<file path="src/verilog/slot_sink_pkg.sv">
package slot_sink_pkg;
  // ----------------------------------------------------------------
  // Register map (byte addresses, one aligned word each)
  // ----------------------------------------------------------------
  localparam logic [7:0] CTRL_ADDR   = 8'h00;  // Control word
  localparam logic [7:0] STATUS_ADDR = 8'h04;  // Defects and link state
  localparam logic [7:0] LABEL_ADDR  = 8'h08;  // Accepted signal label
  // Control bit positions
  localparam int CTRL_ACTIVE = 0;  // Activation
  localparam int CTRL_HCS    = 1;  // 1: header check method, 0: offset method
  localparam int CTRL_FORCE  = 2;  // Force link down
  localparam int CTRL_HOB    = 3;  // Head of bus capable
  localparam logic [3:0] CTRL_RESET = 4'h0;
  // Bus responses
  localparam logic [1:0] RESP_OKAY   = 2'h0;
  localparam logic [1:0] RESP_SLVERR = 2'h2;
  // ----------------------------------------------------------------
  // Container geometry
  // ----------------------------------------------------------------
  localparam logic [8:0] VC4_LAST_COL = 9'h104;  // 261 columns
  localparam logic [3:0] VC4_LAST_ROW = 4'h8;    // 9 rows
  localparam logic [3:0] ROW_C2 = 4'h2;
  localparam logic [3:0] ROW_F2 = 4'h4;
  localparam logic [3:0] ROW_H4 = 4'h5;
  localparam logic [3:0] ROW_F3 = 4'h6;
  // ----------------------------------------------------------------
  // Slot layout
  // ----------------------------------------------------------------
  localparam logic [5:0] SLOT_LAST    = 6'h34;  // 53 octets, last index 52
  localparam logic [5:0] SLOT_LEN     = 6'h35;
  localparam logic [5:0] SLOT_STEP    = 6'h2D;  // 45
  localparam logic [5:0] POS_HCS      = 6'h03;
  localparam logic [5:0] POS_PAYLOAD  = 6'h05;
  localparam logic [5:0] POS_AFTER_HCS = 6'h04;
  localparam logic [7:0] HCS_COSET    = 8'h55;
  localparam logic [7:0] HCS_POLY     = 8'h07;
  localparam int         SCR_LEN      = 43;
  // ----------------------------------------------------------------
  // Labels, codes and markers
  // ----------------------------------------------------------------
  localparam logic [7:0] EXPECTED_LABEL = 8'h14;
  localparam logic [7:0] ALL_ONES       = 8'hFF;
  localparam logic [7:0] EMPTY_OCTET    = 8'h00;
  localparam logic [2:0] ACCEPT_FRAMES  = 3'h5;
  localparam logic [1:0] LSS_CONNECTED  = 2'h0;
  localparam logic [1:0] LSS_LINK_UP    = 2'h1;
  localparam logic [1:0] LSS_HOB_INCAP  = 2'h2;
  localparam logic [1:0] LSS_LINK_DN    = 2'h3;
  localparam logic [1:0] TYPE_OTHER     = 2'h0;
  localparam logic [1:0] TYPE_SLOT_START = 2'h1;
  localparam logic [1:0] TYPE_M1        = 2'h2;
  localparam logic [1:0] TYPE_M2        = 2'h3;
  // Delineation hysteresis (checks in a row)
  localparam logic [2:0] H4_DELTA  = 3'h2;
  localparam logic [2:0] H4_ALPHA  = 3'h3;
  localparam logic [2:0] HCS_DELTA = 3'h6;
  localparam logic [2:0] HCS_ALPHA = 3'h7;
  // Delineation states
  typedef enum logic [2:0] {
    DL_HUNT    = 3'b001,
    DL_PRESYNC = 3'b010,
    DL_SYNC    = 3'b100
  } delin_e;
endpackage
</file>
<file path="src/verilog/slot_sink.sv">
// The placing of the registers and register access over AXI4-Lite were decided locally.
`timescale 1ns/1ps
// Overview of operation
// - Delineate slots by offset or header check
// - Header check mode correlates three header octets
// - Expected offset is previous plus 45 mod 53
// - Out of range offset counts as unexpected
// - Offset counts octets to next boundary, 0..52
// - Remove pattern 55h from header check octet
// - Descramble payload only, x^43+1, else hold
// - Type marker flags slot start, M1, M2
// - Validity marker accompanies every delivered octet
// - Frame mark each frame, plus link state
// - Accepted label not 14h raises mismatch
// - H4 bits 1-2 code, 3-8 offset
// - Codes: 00 conn, 11 dn, 01 up, 10 hob
// - F2, F3 pass unchanged as M1, M2
// - Inactive: all-ones data, no defect cause reports
// - Declare delineation loss when alignment lost
// - Server fail is tsf, mismatch or loss
// - Healthy link: UP/connected or DOWN/link_up
// - Force, or server fail with head-of-bus: DOWN, send link_dn
// - No server fail: deliver octets VALID
// - Fail with head-of-bus: EMPTY slots, M1, M2
// - Fail without head-of-bus: INVALID, send hob
// - Causes gated by tsf and mismatch
module slot_sink
  import slot_sink_pkg::*;
(
  input  wire logic       clk,
  input  wire logic       rst_n,
  // AXI4-Lite slave
  input  wire logic [7:0]  s_axi_awaddr,
  input  wire logic        s_axi_awvalid,
  output logic             s_axi_awready,
  input  wire logic [31:0] s_axi_wdata,
  input  wire logic [3:0]  s_axi_wstrb,
  input  wire logic        s_axi_wvalid,
  output logic             s_axi_wready,
  output logic [1:0]       s_axi_bresp,
  output logic             s_axi_bvalid,
  input  wire logic        s_axi_bready,
  input  wire logic [7:0]  s_axi_araddr,
  input  wire logic        s_axi_arvalid,
  output logic             s_axi_arready,
  output logic [31:0]      s_axi_rdata,
  output logic [1:0]       s_axi_rresp,
  output logic             s_axi_rvalid,
  input  wire logic        s_axi_rready,
  // Path layer side (link clock domain, sampled)
  input  wire logic        ai_clk,
  input  wire logic [7:0]  ai_data,
  input  wire logic        ai_fs,
  input  wire logic        trail_signal_fail_in,
  // DQDB layer side
  output logic [7:0]       dq_data,
  output logic             dq_strobe,
  output logic [1:0]       octet_type_marker,
  output logic             octet_validity_marker,
  output logic             frame_timing_mark,
  output logic             link_state_out,
  output logic             server_fail_out,
  output logic [1:0]       outgoing_link_code
);

  // ----------------------------------------------------------------
  // State
  // ----------------------------------------------------------------
  typedef struct packed {
    logic [10:0] sync1;       // First stage: clk, fs, tsf, data
    logic [10:0] sync2;       // Second stage
    logic        clk_d;       // Link clock one sample back
    logic [3:0]  row;         // Row of the next octet
    logic [8:0]  col;         // Column of the next octet
    logic [5:0]  pos;         // Slot position of the next payload octet
    logic [23:0] hist;        // Last three payload octets
    logic [42:0] scr;         // Descrambler history
    delin_e      dl;          // Delineation state
    logic [2:0]  dl_cnt;      // Hysteresis counter
    logic [5:0]  prev_off;    // Last offset believed
    logic [7:0]  lbl_cand;    // Label candidate
    logic [2:0]  lbl_cnt;     // Frames the candidate has repeated
    logic [7:0]  lbl_acc;     // Accepted label
    logic [1:0]  in_code;     // Incoming link status code
    logic [3:0]  ctrl;        // Control register
    logic        aw_got;      // Write address held
    logic [7:0]  aw_addr;
    logic        w_got;       // Write data held
    logic [31:0] w_data;
    logic [3:0]  w_strb;
    logic        bvalid;
    logic [1:0]  bresp;
    logic        rvalid;
    logic [31:0] rdata;
    logic [1:0]  rresp;
    logic [7:0]  dq_data;
    logic        dq_strobe;
    logic [1:0]  dq_type;
    logic        dq_valid;
    logic        tmark;
    logic        link_up;
    logic        ssf_out;
    logic [1:0]  out_code;
  } state_s;

  state_s st_ff;
  state_s nxt_st;

  // ----------------------------------------------------------------
  // Helpers
  // ----------------------------------------------------------------
  // Header check over three octets, generator x^8+x^2+x+1
  function automatic logic [7:0] hcs_calc(input logic [23:0] hdr);
    logic [7:0] crc;
    crc = 8'h00;
    for (int i = 23; i >= 0; i--) begin
      if (crc[7] ^ hdr[i]) begin
        crc = {crc[6:0], 1'b0} ^ HCS_POLY;
      end else begin
        crc = {crc[6:0], 1'b0};
      end
    end
    return crc;
  endfunction

  // Self-synchronous descrambler step, MSB first; returns {history, octet}
  function automatic logic [50:0] descr(input logic [42:0] h, input logic [7:0] d);
    logic [42:0] hh;
    logic [7:0]  o;
    hh = h;
    o  = 8'h00;
    for (int i = 7; i >= 0; i--) begin
      o[i] = d[i] ^ hh[SCR_LEN-1];
      hh   = {hh[SCR_LEN-2:0], d[i]};
    end
    return {hh, o};
  endfunction

  // Offset to slot position of the next payload octet
  function automatic logic [5:0] off_to_pos(input logic [5:0] off);
    return (off == 6'h00) ? 6'h00 : SLOT_LEN - off;
  endfunction

  // ----------------------------------------------------------------
  // Combinational decode of the current state
  // ----------------------------------------------------------------
  logic        lclk_s;
  logic        fs_s;
  logic        tsf_s;
  logic [7:0]  d_s;
  logic        octet_ev;
  logic        active;
  logic        plm;
  logic        lsd;
  logic        ssf;
  logic [6:0]  exp_sum;
  logic [5:0]  exp_off;

  always_comb begin
    {lclk_s, fs_s, tsf_s, d_s} = st_ff.sync2;
    // Octet is taken on the sampled rising edge of the link clock
    octet_ev = lclk_s & ~st_ff.clk_d;
    active   = st_ff.ctrl[CTRL_ACTIVE];
    plm      = (st_ff.lbl_acc != EXPECTED_LABEL);
    lsd      = (st_ff.dl != DL_SYNC);
    ssf      = tsf_s | plm | lsd;
    exp_sum  = {1'b0, st_ff.prev_off} + {1'b0, SLOT_STEP};
    exp_off  = (exp_sum >= {1'b0, SLOT_LEN}) ? 6'(exp_sum - {1'b0, SLOT_LEN}) : exp_sum[5:0];
  end

  // ----------------------------------------------------------------
  // Next state
  // ----------------------------------------------------------------
  always_comb begin
    logic [3:0]  cr;
    logic [8:0]  cc;
    logic [5:0]  off;
    logic        off_ok;
    logic        chk;
    logic        good;
    logic [2:0]  delta;
    logic [2:0]  alpha;
    logic [7:0]  od;
    logic [1:0]  ot;
    logic        deliver;
    logic [50:0] ds;
    logic [31:0] rd;
    cr      = 4'h0;
    cc      = 9'h000;
    off     = 6'h00;
    off_ok  = 1'b0;
    chk     = 1'b0;
    good    = 1'b0;
    delta   = H4_DELTA;
    alpha   = H4_ALPHA;
    od      = EMPTY_OCTET;
    ot      = TYPE_OTHER;
    deliver = 1'b0;
    ds      = '0;
    rd      = 32'h0000_0000;
    nxt_st  = st_ff;

    // Two flip-flops on everything from the link side
    nxt_st.sync1     = {ai_clk, ai_fs, trail_signal_fail_in, ai_data};
    nxt_st.sync2     = st_ff.sync1;
    nxt_st.clk_d     = lclk_s;
    nxt_st.dq_strobe = 1'b0;
    nxt_st.tmark     = 1'b0;

    if (octet_ev) begin
      // Frame start forces the position to the first octet
      cr = fs_s ? 4'h0 : st_ff.row;
      cc = fs_s ? 9'h000 : st_ff.col;
      if (cc == VC4_LAST_COL) begin
        nxt_st.col = 9'h000;
        nxt_st.row = (cr == VC4_LAST_ROW) ? 4'h0 : cr + 4'h1;
      end else begin
        nxt_st.col = cc + 9'h001;
        nxt_st.row = cr;
      end
      if (fs_s) begin
        nxt_st.tmark   = 1'b1;
        // server fail output refreshed once per frame
        nxt_st.ssf_out = ssf;
      end

      if (cc == 9'h000) begin
        // Overhead column
        if (cr == ROW_C2) begin
          // Label accepted after it repeats in consecutive frames
          if (d_s == st_ff.lbl_cand) begin
            if (st_ff.lbl_cnt != ACCEPT_FRAMES) begin
              nxt_st.lbl_cnt = st_ff.lbl_cnt + 3'h1;
            end
            if (st_ff.lbl_cnt + 3'h1 >= ACCEPT_FRAMES) begin
              nxt_st.lbl_acc = d_s;
            end
          end else begin
            nxt_st.lbl_cand = d_s;
            nxt_st.lbl_cnt  = 3'h1;
          end
        end else if (cr == ROW_F2 || cr == ROW_F3) begin
          deliver = 1'b1;
          od      = d_s;
          ot      = (cr == ROW_F2) ? TYPE_M1 : TYPE_M2;
        end else if (cr == ROW_H4) begin
          // code in bits 1-2 (msbs), offset in bits 3-8
          nxt_st.in_code = d_s[7:6];
          off            = d_s[5:0];
          // values above 52 are never expected
          off_ok         = (off <= SLOT_LAST);
          if (!st_ff.ctrl[CTRL_HCS]) begin
            chk  = 1'b1;
            good = off_ok && ((st_ff.dl == DL_HUNT) || off == exp_off);
          end
        end
      end else begin
        // Payload octet at slot position st_ff.pos
        deliver        = 1'b1;
        nxt_st.hist    = {st_ff.hist[15:0], d_s};
        nxt_st.pos     = (st_ff.pos == SLOT_LAST) ? 6'h00 : st_ff.pos + 6'h01;
        od             = d_s;
        if (st_ff.pos == 6'h00) begin
          ot = TYPE_SLOT_START;
        end
        if (st_ff.pos == POS_HCS) begin
          od = d_s ^ HCS_COSET;
        end
        if (st_ff.pos >= POS_PAYLOAD) begin
          // descrambler advances only over payload octets
          ds         = descr(st_ff.scr, d_s);
          nxt_st.scr = ds[50:8];
          od         = ds[7:0];
        end
        if (st_ff.ctrl[CTRL_HCS]) begin
          delta = HCS_DELTA;
          alpha = HCS_ALPHA;
          // header octets correlate with the check octet
          if (st_ff.dl == DL_HUNT) begin
            chk = (hcs_calc(st_ff.hist) ^ HCS_COSET) == d_s;
            good = chk;
          end else if (st_ff.pos == POS_HCS) begin
            chk  = 1'b1;
            good = (hcs_calc(st_ff.hist) ^ HCS_COSET) == d_s;
          end
        end
      end

      // shared delineation state machine, fed by the chosen method
      if (chk) begin
        case (st_ff.dl)
          DL_HUNT: begin
            if (good) begin
              nxt_st.dl     = DL_PRESYNC;
              nxt_st.dl_cnt = 3'h1;
            end
          end
          DL_PRESYNC: begin
            if (good) begin
              nxt_st.dl_cnt = st_ff.dl_cnt + 3'h1;
              if (st_ff.dl_cnt + 3'h1 >= delta) begin
                nxt_st.dl     = DL_SYNC;
                nxt_st.dl_cnt = 3'h0;
              end
            end else begin
              nxt_st.dl     = DL_HUNT;
              nxt_st.dl_cnt = 3'h0;
            end
          end
          DL_SYNC: begin
            if (good) begin
              nxt_st.dl_cnt = 3'h0;
            end else begin
              nxt_st.dl_cnt = st_ff.dl_cnt + 3'h1;
              if (st_ff.dl_cnt + 3'h1 >= alpha) begin
                nxt_st.dl     = DL_HUNT;
                nxt_st.dl_cnt = 3'h0;
              end
            end
          end
          default: begin
            nxt_st.dl     = DL_HUNT;
            nxt_st.dl_cnt = 3'h0;
          end
        endcase
        // a believed offset reloads the slot position
        if (!st_ff.ctrl[CTRL_HCS]) begin
          if (good) begin
            nxt_st.prev_off = off;
            nxt_st.pos      = off_to_pos(off);
          end else begin
            // Missed offset: freewheel the expectation
            nxt_st.prev_off = exp_off;
          end
        end else if (good && st_ff.dl == DL_HUNT) begin
          nxt_st.pos = POS_AFTER_HCS;
        end
      end

      if (deliver) begin
        nxt_st.dq_strobe = 1'b1;
        nxt_st.dq_type   = ot;
        nxt_st.dq_valid  = 1'b1;
        nxt_st.dq_data   = od;
        if (ssf) begin
          if (st_ff.ctrl[CTRL_HOB]) begin
            // empty slots and empty management octets
            nxt_st.dq_data = EMPTY_OCTET;
          end else begin
            nxt_st.dq_valid = 1'b0;
          end
        end
        if (!active) begin
          nxt_st.dq_data = ALL_ONES;
        end
      end
    end

    // Link state, evaluated every cycle
    if (st_ff.ctrl[CTRL_FORCE] || (ssf && st_ff.ctrl[CTRL_HOB])) begin
      nxt_st.link_up  = 1'b0;
      nxt_st.out_code = LSS_LINK_DN;
    end else if (ssf) begin
      nxt_st.link_up  = 1'b0;
      nxt_st.out_code = LSS_HOB_INCAP;
    end else if (st_ff.in_code == LSS_CONNECTED || st_ff.in_code == LSS_LINK_UP) begin
      nxt_st.link_up  = 1'b1;
      nxt_st.out_code = LSS_CONNECTED;
    end else begin
      nxt_st.link_up  = 1'b0;
      nxt_st.out_code = LSS_LINK_UP;
    end

    // ---------------- Register bus: writes ----------------
    if (s_axi_awvalid && s_axi_awready) begin
      nxt_st.aw_got  = 1'b1;
      nxt_st.aw_addr = s_axi_awaddr;
    end
    if (s_axi_wvalid && s_axi_wready) begin
      nxt_st.w_got  = 1'b1;
      nxt_st.w_data = s_axi_wdata;
      nxt_st.w_strb = s_axi_wstrb;
    end
    if (st_ff.aw_got && st_ff.w_got) begin
      nxt_st.aw_got = 1'b0;
      nxt_st.w_got  = 1'b0;
      nxt_st.bvalid = 1'b1;
      if (st_ff.aw_addr[7:2] == CTRL_ADDR[7:2]) begin
        nxt_st.bresp = RESP_OKAY;
        if (st_ff.w_strb[0]) begin
          nxt_st.ctrl = st_ff.w_data[3:0];
        end
      end else if (st_ff.aw_addr[7:2] == STATUS_ADDR[7:2] ||
                   st_ff.aw_addr[7:2] == LABEL_ADDR[7:2]) begin
        // Read-only words ignore writes
        nxt_st.bresp = RESP_OKAY;
      end else begin
        nxt_st.bresp = RESP_SLVERR;
      end
    end
    if (st_ff.bvalid && s_axi_bready) begin
      nxt_st.bvalid = 1'b0;
    end

    // ---------------- Register bus: reads ----------------
    if (s_axi_arvalid && s_axi_arready) begin
      nxt_st.rvalid = 1'b1;
      nxt_st.rresp  = RESP_OKAY;
      if (s_axi_araddr[7:2] == CTRL_ADDR[7:2]) begin
        rd[3:0] = st_ff.ctrl;
      end else if (s_axi_araddr[7:2] == STATUS_ADDR[7:2]) begin
        // causes gated, and silent while inactive
        rd[0]   = active & plm & ~tsf_s;
        rd[1]   = active & lsd & ~tsf_s & ~plm;
        rd[2]   = ssf;
        rd[3]   = st_ff.link_up;
        rd[5:4] = st_ff.in_code;
        rd[6]   = tsf_s;
      end else if (s_axi_araddr[7:2] == LABEL_ADDR[7:2]) begin
        rd[7:0] = active ? st_ff.lbl_acc : 8'h00;
      end else begin
        nxt_st.rresp = RESP_SLVERR;
      end
      nxt_st.rdata = rd;
    end else if (st_ff.rvalid && s_axi_rready) begin
      nxt_st.rvalid = 1'b0;
    end
  end

  // ----------------------------------------------------------------
  // State register
  // ----------------------------------------------------------------
  always_ff @(posedge clk or negedge rst_n) begin
    if (!rst_n) begin
      st_ff          <= '0;
      st_ff.dl       <= DL_HUNT;
      st_ff.ctrl     <= CTRL_RESET;
      st_ff.out_code <= LSS_LINK_DN;
      st_ff.ssf_out  <= 1'b1;
      st_ff.dq_data  <= ALL_ONES;
    end else begin
      st_ff <= nxt_st;
    end
  end

  // ----------------------------------------------------------------
  // Outputs
  // ----------------------------------------------------------------
  // Ready terms stall a new item while one is held or answered
  assign s_axi_awready         = ~st_ff.aw_got & ~st_ff.bvalid;
  assign s_axi_wready          = ~st_ff.w_got & ~st_ff.bvalid;
  assign s_axi_arready         = ~st_ff.rvalid;
  assign s_axi_bvalid          = st_ff.bvalid;
  assign s_axi_bresp           = st_ff.bresp;
  assign s_axi_rvalid          = st_ff.rvalid;
  assign s_axi_rdata           = st_ff.rdata;
  assign s_axi_rresp           = st_ff.rresp;
  // octet type travels with each octet
  assign octet_type_marker     = st_ff.dq_type;
  assign octet_validity_marker = st_ff.dq_valid;
  assign dq_data               = st_ff.dq_data;
  assign dq_strobe             = st_ff.dq_strobe;
  assign frame_timing_mark     = st_ff.tmark;
  assign link_state_out        = st_ff.link_up;
  assign server_fail_out       = st_ff.ssf_out;
  assign outgoing_link_code    = st_ff.out_code;

endmodule

</file>
<file path="config.mk">
export PLATFORM = sky130hd
export DESIGN_NAME = slot_sink
export DESIGN_NICKNAME = d
export VERILOG_FILES = /design/src/verilog/slot_sink_pkg.sv /design/src/verilog/slot_sink.sv
export SDC_FILE = /design/constraint.sdc
export NUM_CORES = 1
export LEC_CHECK = 0
export BUFFER_PORTS_ARGS = -buffer_cell sky130_fd_sc_hd__clkbuf_2
export CORE_MARGIN = 3
export CORE_UTILIZATION = 53
export CTS_CLUSTER_DIAMETER = 120
export DETAILED_ROUTE_END_ITERATION = 6
export PLACE_DENSITY = 0.77
export SLEW_MARGIN = 20
export SYNTH_ARGS = -nofsm -noshare
export SYNTH_HDL_FRONTEND = slang
export SYNTH_SLANG_ARGS = --single-unit
export TNS_END_PERCENT = 1
</file>
<file path="constraint.sdc">
create_clock -name clk -period 3.8 [get_ports clk]
set_input_delay 0.57 -clock clk [delete_from_list [all_inputs] [get_ports clk]]
set_output_delay 0.57 -clock clk [all_outputs]
set_load 0.02 [all_outputs]
</file>
# Word-level counts from Yosys, hierarchy flattened
# Cells that the tools add are included.
# Widths: inputs -> output; s select.
word_totals:
  register_bits: 223
  in_bits: 70
  out_inout_bits: 58
op_classes:
  n_addsub: 8
  order_cmp: 6
  n_eq_ne: 28
  muxes: 362
  n_bitwise: 125
  reduce_logical: 36
ops:
  columns: ["op", "count"]
  rows:
  - ["$mux 8", 225]
  - ["$mux 3", 58]
  - ["$not 3->3", 46]
  - ["$mux 6", 17]
  - ["$mux 73", 1]
  - ["$xor 1x1->1", 54]
  - ["$mux 43", 1]
  - ["$mux 1", 37]
  - ["$mux 37", 1]
  - ["$eq 8x8->1", 3]
  - ["$logic_not 6->1", 4]
  - ["$mux 2", 10]
  - ["$mux 4", 5]
  - ["$eq 6x2->1 const B", 3]
  - ["$mux 9", 2]
  - ["$pmux 6 s3", 1]
  - ["$mux 7", 2]
  - ["$mux 13", 1]
  - ["$eq 4x3->1 const B", 3]
  - ["$eq 6x1->1 const B", 2]
  - ["$not 1->1", 12]
  - ["$not 4->4", 3]
  - ["$reduce_and 3->1", 4]
  - ["$reduce_and 5->1", 2]
  - ["36 further kinds", 68]

# Longest topological paths before layout
logic_depth:
  ltp_word: 178
  depth_mapped: 16
  mapped_depth_nobuf: 14

# Least setup slack after synthesis
# No wires, ideal clock.
synth_timing:
  kind: "register to register"
  from: "register st_ff, in the netlist fs_s"
  to: "register st_ff[132] in the netlist's numbering"
  setup_time_ns: 0.082
  arrival_ns: 3.429
  required_time_ns: 3.718
  setup_slack_ns: 0.289
  stages_incl_launch_ff: 16
  n_path_buf: 2
  period_less_slack_ns: 3.511
  path_cell_list: "dfrtp_1 -> clkbuf_1 -> clkbuf_1 -> nor2b_1 -> inv_1 -> ha_1 -> nor2_1 -> nand3_1 -> a211oi_2 -> nand2_1 -> a211oi_1 -> o2111ai_1 -> o311ai_4 -> mux2i_1 -> or4_1 -> a31oi_1"
synth_between:
  elab_chain_cells: 9
  elab_cells_between_ends: 31
  classes_between: "order compare: 2; eq/ne: 5; mux: 21; reduce/logical: 3"
synth_lines:
  columns: ["element", "line", "source"]
  rows:
  - ["start: declaration", "slot_sink.sv:106", "state_s st_ff;"]
  - ["start signal: assignment", "slot_sink.sv:442", "st_ff <= nxt_st;"]
  - ["branches (longest 9 deep; another with $ge 3x3->1)", null, null]
# Parallel ways; which one is timed is not known. The select of a mux whose other input is x is not followed.
# A chain may end at the register's enable or synchronous reset.

# Final worst setup path
layout_timing:
  from: "register st_ff[204] in the netlist's numbering"
  to: "register st_ff[133] in the netlist's numbering"
layout_between:
  elab_chain_cells: 146
  elab_cells_between_ends: 335
  classes_between: "eq/ne: 3; mux: 267; bitwise: 64; reduce/logical: 1"
layout_lines:
  columns: ["element", "line", "source"]
  rows:
  - ["$mux 3 *", "slot_sink.sv:117", "if (crc[7] ^ hdr[i]) begin"]
  - ["$mux 8", "slot_sink.sv:282", "end else if (st_ff.pos == POS_HCS) begin"]
  - ["$mux 8", "slot_sink.sv:279", "if (st_ff.dl == DL_HUNT) begin"]
  - ["$mux 8", "slot_sink.sv:275", "if (st_ff.ctrl[CTRL_HCS]) begin"]
  - ["$mux 8", "slot_sink.sv:227", "if (cc == 9'h000) begin"]
  - ["$mux 8", "slot_sink.sv:210", "if (octet_ev) begin"]
  - ["$not 3->3 (no line) or $mux 8 (tied branches)", null, null]
  - ["$mux 3 or $mux 8 (tied branches)", "slot_sink.sv:117, slot_sink.sv:279", null]
  - ["[... 130 more ...]", null, null]
  - ["$eq 8x8->1", "slot_sink.sv:284", "good = (hcs_calc(st_ff.hist) ^ HCS_COSET) == d_s;"]
  - ["$mux 1", "slot_sink.sv:282", null]
  - ["$mux 1", "slot_sink.sv:279", null]
  - ["$mux 1", "slot_sink.sv:275", null]
  - ["$mux 1", "slot_sink.sv:227", null]
  - ["$mux 1", "slot_sink.sv:210", null]
  - ["$mux 3 (tied with other cells)", "slot_sink.sv:311", "if (good) begin"]
  - ["$pmux 6 s3 or $reduce_and 3->1 (tied branches)", null, null]
# Every way passes the cells marked *; elsewhere a longest branch is shown, timed or not. The select of a mux whose other input is x is not followed.

==> reports/qor.txt <==
vias in the first global route: 6947
worst-path maximum fanout: 7
hpwl dp: 15100 um
synthesized area: 10200 um^2
gr busiest metal: met2
Setup Crit Path Kind: reg2reg
setup TNS: 0 ns
grt total ovfl: 0
Mean Syn Cell Area: 10.7 um^2
Final ANT Viol Nets: 0
crit path cell chain: xnor3_2 -> xnor3_2 -> xnor3_1 -> or4bb_1 -> nand3_2 -> o2111ai_4 -> o311ai_4 -> buf_4 -> mux2i_1 -> buf_4 -> or3b_2 -> o21ai_0
sequential share of power: 0.329
Critical R2R Launch: st_ff[204]
number of synthesized flops with an enable pin: 0
sw frac: 0.351
FP Rows: 50
run status: finished clean
Starting Density: 0.543
Fmax achieved: 276 MHz
Tcrit/Tclk final: 0.955
Critical-path top delay cell: xnor3_2
CTS clk-pin slew, worst paths: 0.07 ns
Synth cell types: 75
first-pass GRT wire length: 35000 um
CP Capture Type: flop
total CTS buffers: 17
worst skew pair latency: 0.43 ns
Wirelength per Cell: 16.7 um
RSZ-0062 raised after global routing: false
Seq cells post-synth: 188
Critical path buffers and inverters: 2
Top FF cell, synth: dfrtp_1
Die Wd: 145 um
Arrival @ worst endpoint: 3.97 ns
vias post-DR: 7158
Power per Cell Area: 809 nW/um^2
sequential element share of the synthesized area: 0.462
CTS tree: yes
clock root buffer: clkbuf_16
Syn-to-layout area delta: 10.2%
Worst Reg-to-Reg Cells: 12
final max-slew violation count: 0
gpl congestion: 0.913
Final Net Count: 1086
VDD IR max: 964 uV
Fin. Hold Viols: 0
total die area: 21000 um^2
M2 GR Usage: 0.343
Tightest Pin Transition: 1.01 ns
Clock Power Share: 0.187
Max Root-Sink Buffers: 2
# Max-Cap Violations: 0
initial DRC count: 506
antenna violations before repair: 0
I/O pin count: 128
required time of the critical path: 4.14 ns
P_int: 5.91 mW
Die Ht: 145 um
floorplan core area: 18800 um^2
Async S/R FF share, synth: 1.00
Fin Hold WS: 0.0848 ns
Cells after Synth: 953
final setup fails: 0
Slew headroom: 0.317
combinational power share: 0.484
met1 Track Usage GR: 0.291
yosys warns: 0
sw power: 3.20 mW
largest net degree at the start of global routing: 77
CTS sink count: 188
R2R Setup Slk: 0.17 ns
FF-to-FF End: st_ff[133]
number of vias per cell: 5.64
CP max stage delay: 0.51 ns
CP delay by family, top: XOR/XNOR gates
aggregate routed wire length: 21100 um
worst min-delay path class: in2async
layout cells sized above 1: 0.262
H-tree depth: 4
Period minus WS final: 3.63 ns
CP Launch Type: flop
Final Skew: 0.0122 ns
drt drc: 0
Initial DRT Pass Iterations: 5
# diodes: 0
met3 Use GR: 0.0332
LEAKAGE: 5.15 nW
All-Layer GR Usage: 0.210
PortBufs: 66
==> worst reg2reg max path: stages, from the launching register on <==
cell and delay [ns]:
dfrtp_1 0.48, xnor3_2 0.51, xnor3_2 0.40, xnor3_1 0.29
or4bb_1 0.52, nand3_2 0.11, o2111ai_4 0.17, o311ai_4 0.10
buf_4 0.20, mux2i_1 0.10, buf_4 0.16, or3b_2 0.42
o21ai_0 0.08
==> power groups by stage <==
| stage | clock, mW | sequential, mW | combinational [mW] |
|---|---|---|---|
| after CTS | 1.74 | 2.99 | 4.44 |
| after floorplan | 0 | 2.86 | 3.86 |
| final | 1.70 | 2.99 | 4.41 |
| after global placement | 0 | 2.99 | 4.27 |
| after detailed placement | 0 | 3.02 | 4.40 |
| after global routing | 1.83 | 3.06 | 4.80 |
==> what timing repair did <==
action / 4_1_cts / 5_1_grt
endpoints found under the setup margin: 0 / 6
hold buffers: 0 / 0
resized for setup: 0 / 2
buffers inserted: 0 / 1
==> sequential cells by signal, summed over array words and instances, names as in the netlist, 2 cells and up <==
register and count:
st_ff 137, nxt_st 11, d_s 8, dq_data 8, s_axi_rdata 8, octet_type_marker 2, outgoing_link_code 2
==> area by class of cell <==
class	instances	area (um^2)
Fill cell	1520	7570
Multi-Input combinational cell	657	4920
Sequential cell	188	4720
Timing Repair Buffer	101	627
Clock buffer	20	447
Tap cell	260	325
Inverter	31	116
Clock inverter	12	111
==> synth_stat cells (all sizes together), types with 4 or more instances <==
master / count / share of area
xor2: 13 / 0.011
mux2i: 5 / 0.0049
nand2: 57 / 0.021
and2: 6 / 0.0037
a21oi: 57 / 0.028
o21ai: 48 / 0.024
a21o: 5 / 0.0037
buf: 57 / 0.040
or2: 6 / 0.0037
a22oi: 5 / 0.0037
a211o: 12 / 0.010
or4: 5 / 0.0037
clkbuf: 45 / 0.017
dfrtp: 176 / 0.43
xnor3: 15 / 0.033
nand3: 22 / 0.011
o211ai: 4 / 0.0029
or3: 5 / 0.0031
nand2b: 8 / 0.0049
and3: 5 / 0.0031
nor4b: 4 / 0.0034
nand4: 7 / 0.0043
ha: 20 / 0.024
a31oi: 14 / 0.0092
nand3b: 6 / 0.0044
nor2b: 8 / 0.0049
nor2: 64 / 0.024
nor3: 19 / 0.0093
a211oi: 5 / 0.0042
xnor2: 36 / 0.032
dfstp: 12 / 0.031
inv: 31 / 0.011
o31ai: 8 / 0.0059
o22ai: 4 / 0.0024
nor4: 8 / 0.0049
mux2: 99 / 0.11
==> cell families (layout without fill, tap and decap cells) <==
family	count (synthesis)	after routing	synth area share
other	1	26	0.000367
AO/OA/AOI/OAI	200	200	0.131
XOR/XNOR	67	67	0.0830
AND/OR/NAND/NOR	240	240	0.118
flip-flops	188	188	0.462
adder cells (fa/ha/maj)	20	20	0.0245
multiplexers	104	104	0.114
buffers and inverters	133	164	0.0677
==> layout by cell type, fill, tap and decap left out, types with 31 or more instances in the layout <==
master | netlist | final
dfrtp_1 | 176 | 176
inv_1 | 31 | 31
o21ai_0 | 48 | 48
buf_4 | 48 | 33
mux2_2 | 99 | 99
clkbuf_2 | 0 | 65
a21oi_1 | 57 | 57
nand2_1 | 57 | 57
xnor2_1 | 35 | 35
nor2_1 | 64 | 63
==> stage by stage <==
stage,instance area (um^2),std cells,power [mW],worst slack [ns],util
after CTS,11200,1268,9.17,0.160,0.597
after floorplan,10300,978,6.72,0.289,-
final,11300,1269,9.11,0.172,0.598
after detailed placement,10700,1236,7.42,0.194,0.568
after global placement,10700,1236,7.26,0.249,0.568
after global routing,11300,1269,9.69,0.0263,0.598
==> how the worst max path moves through the flow <==
stage,slack (ns),cells past startpoint,to,start
final,0.17,12,st_ff[133],st_ff[204]
after floorplan,0.29,15,st_ff[132],fs_s
after global placement,0.25,13,st_ff[133],st_ff[126]
after global routing,0.03,13,st_ff[133],st_ff[126]
after detailed placement,0.19,13,st_ff[133],st_ff[126]
after CTS,0.16,13,st_ff[133],st_ff[126]
==> per-layer routing <==
layer	up-vias	share of wire
met4	0	0.014
met3	25	0.046
li1	3410	-
met2	167	0.49
met1	3556	0.45
met5	-	0
Note: power is estimated with default switching activity, not from simulation.
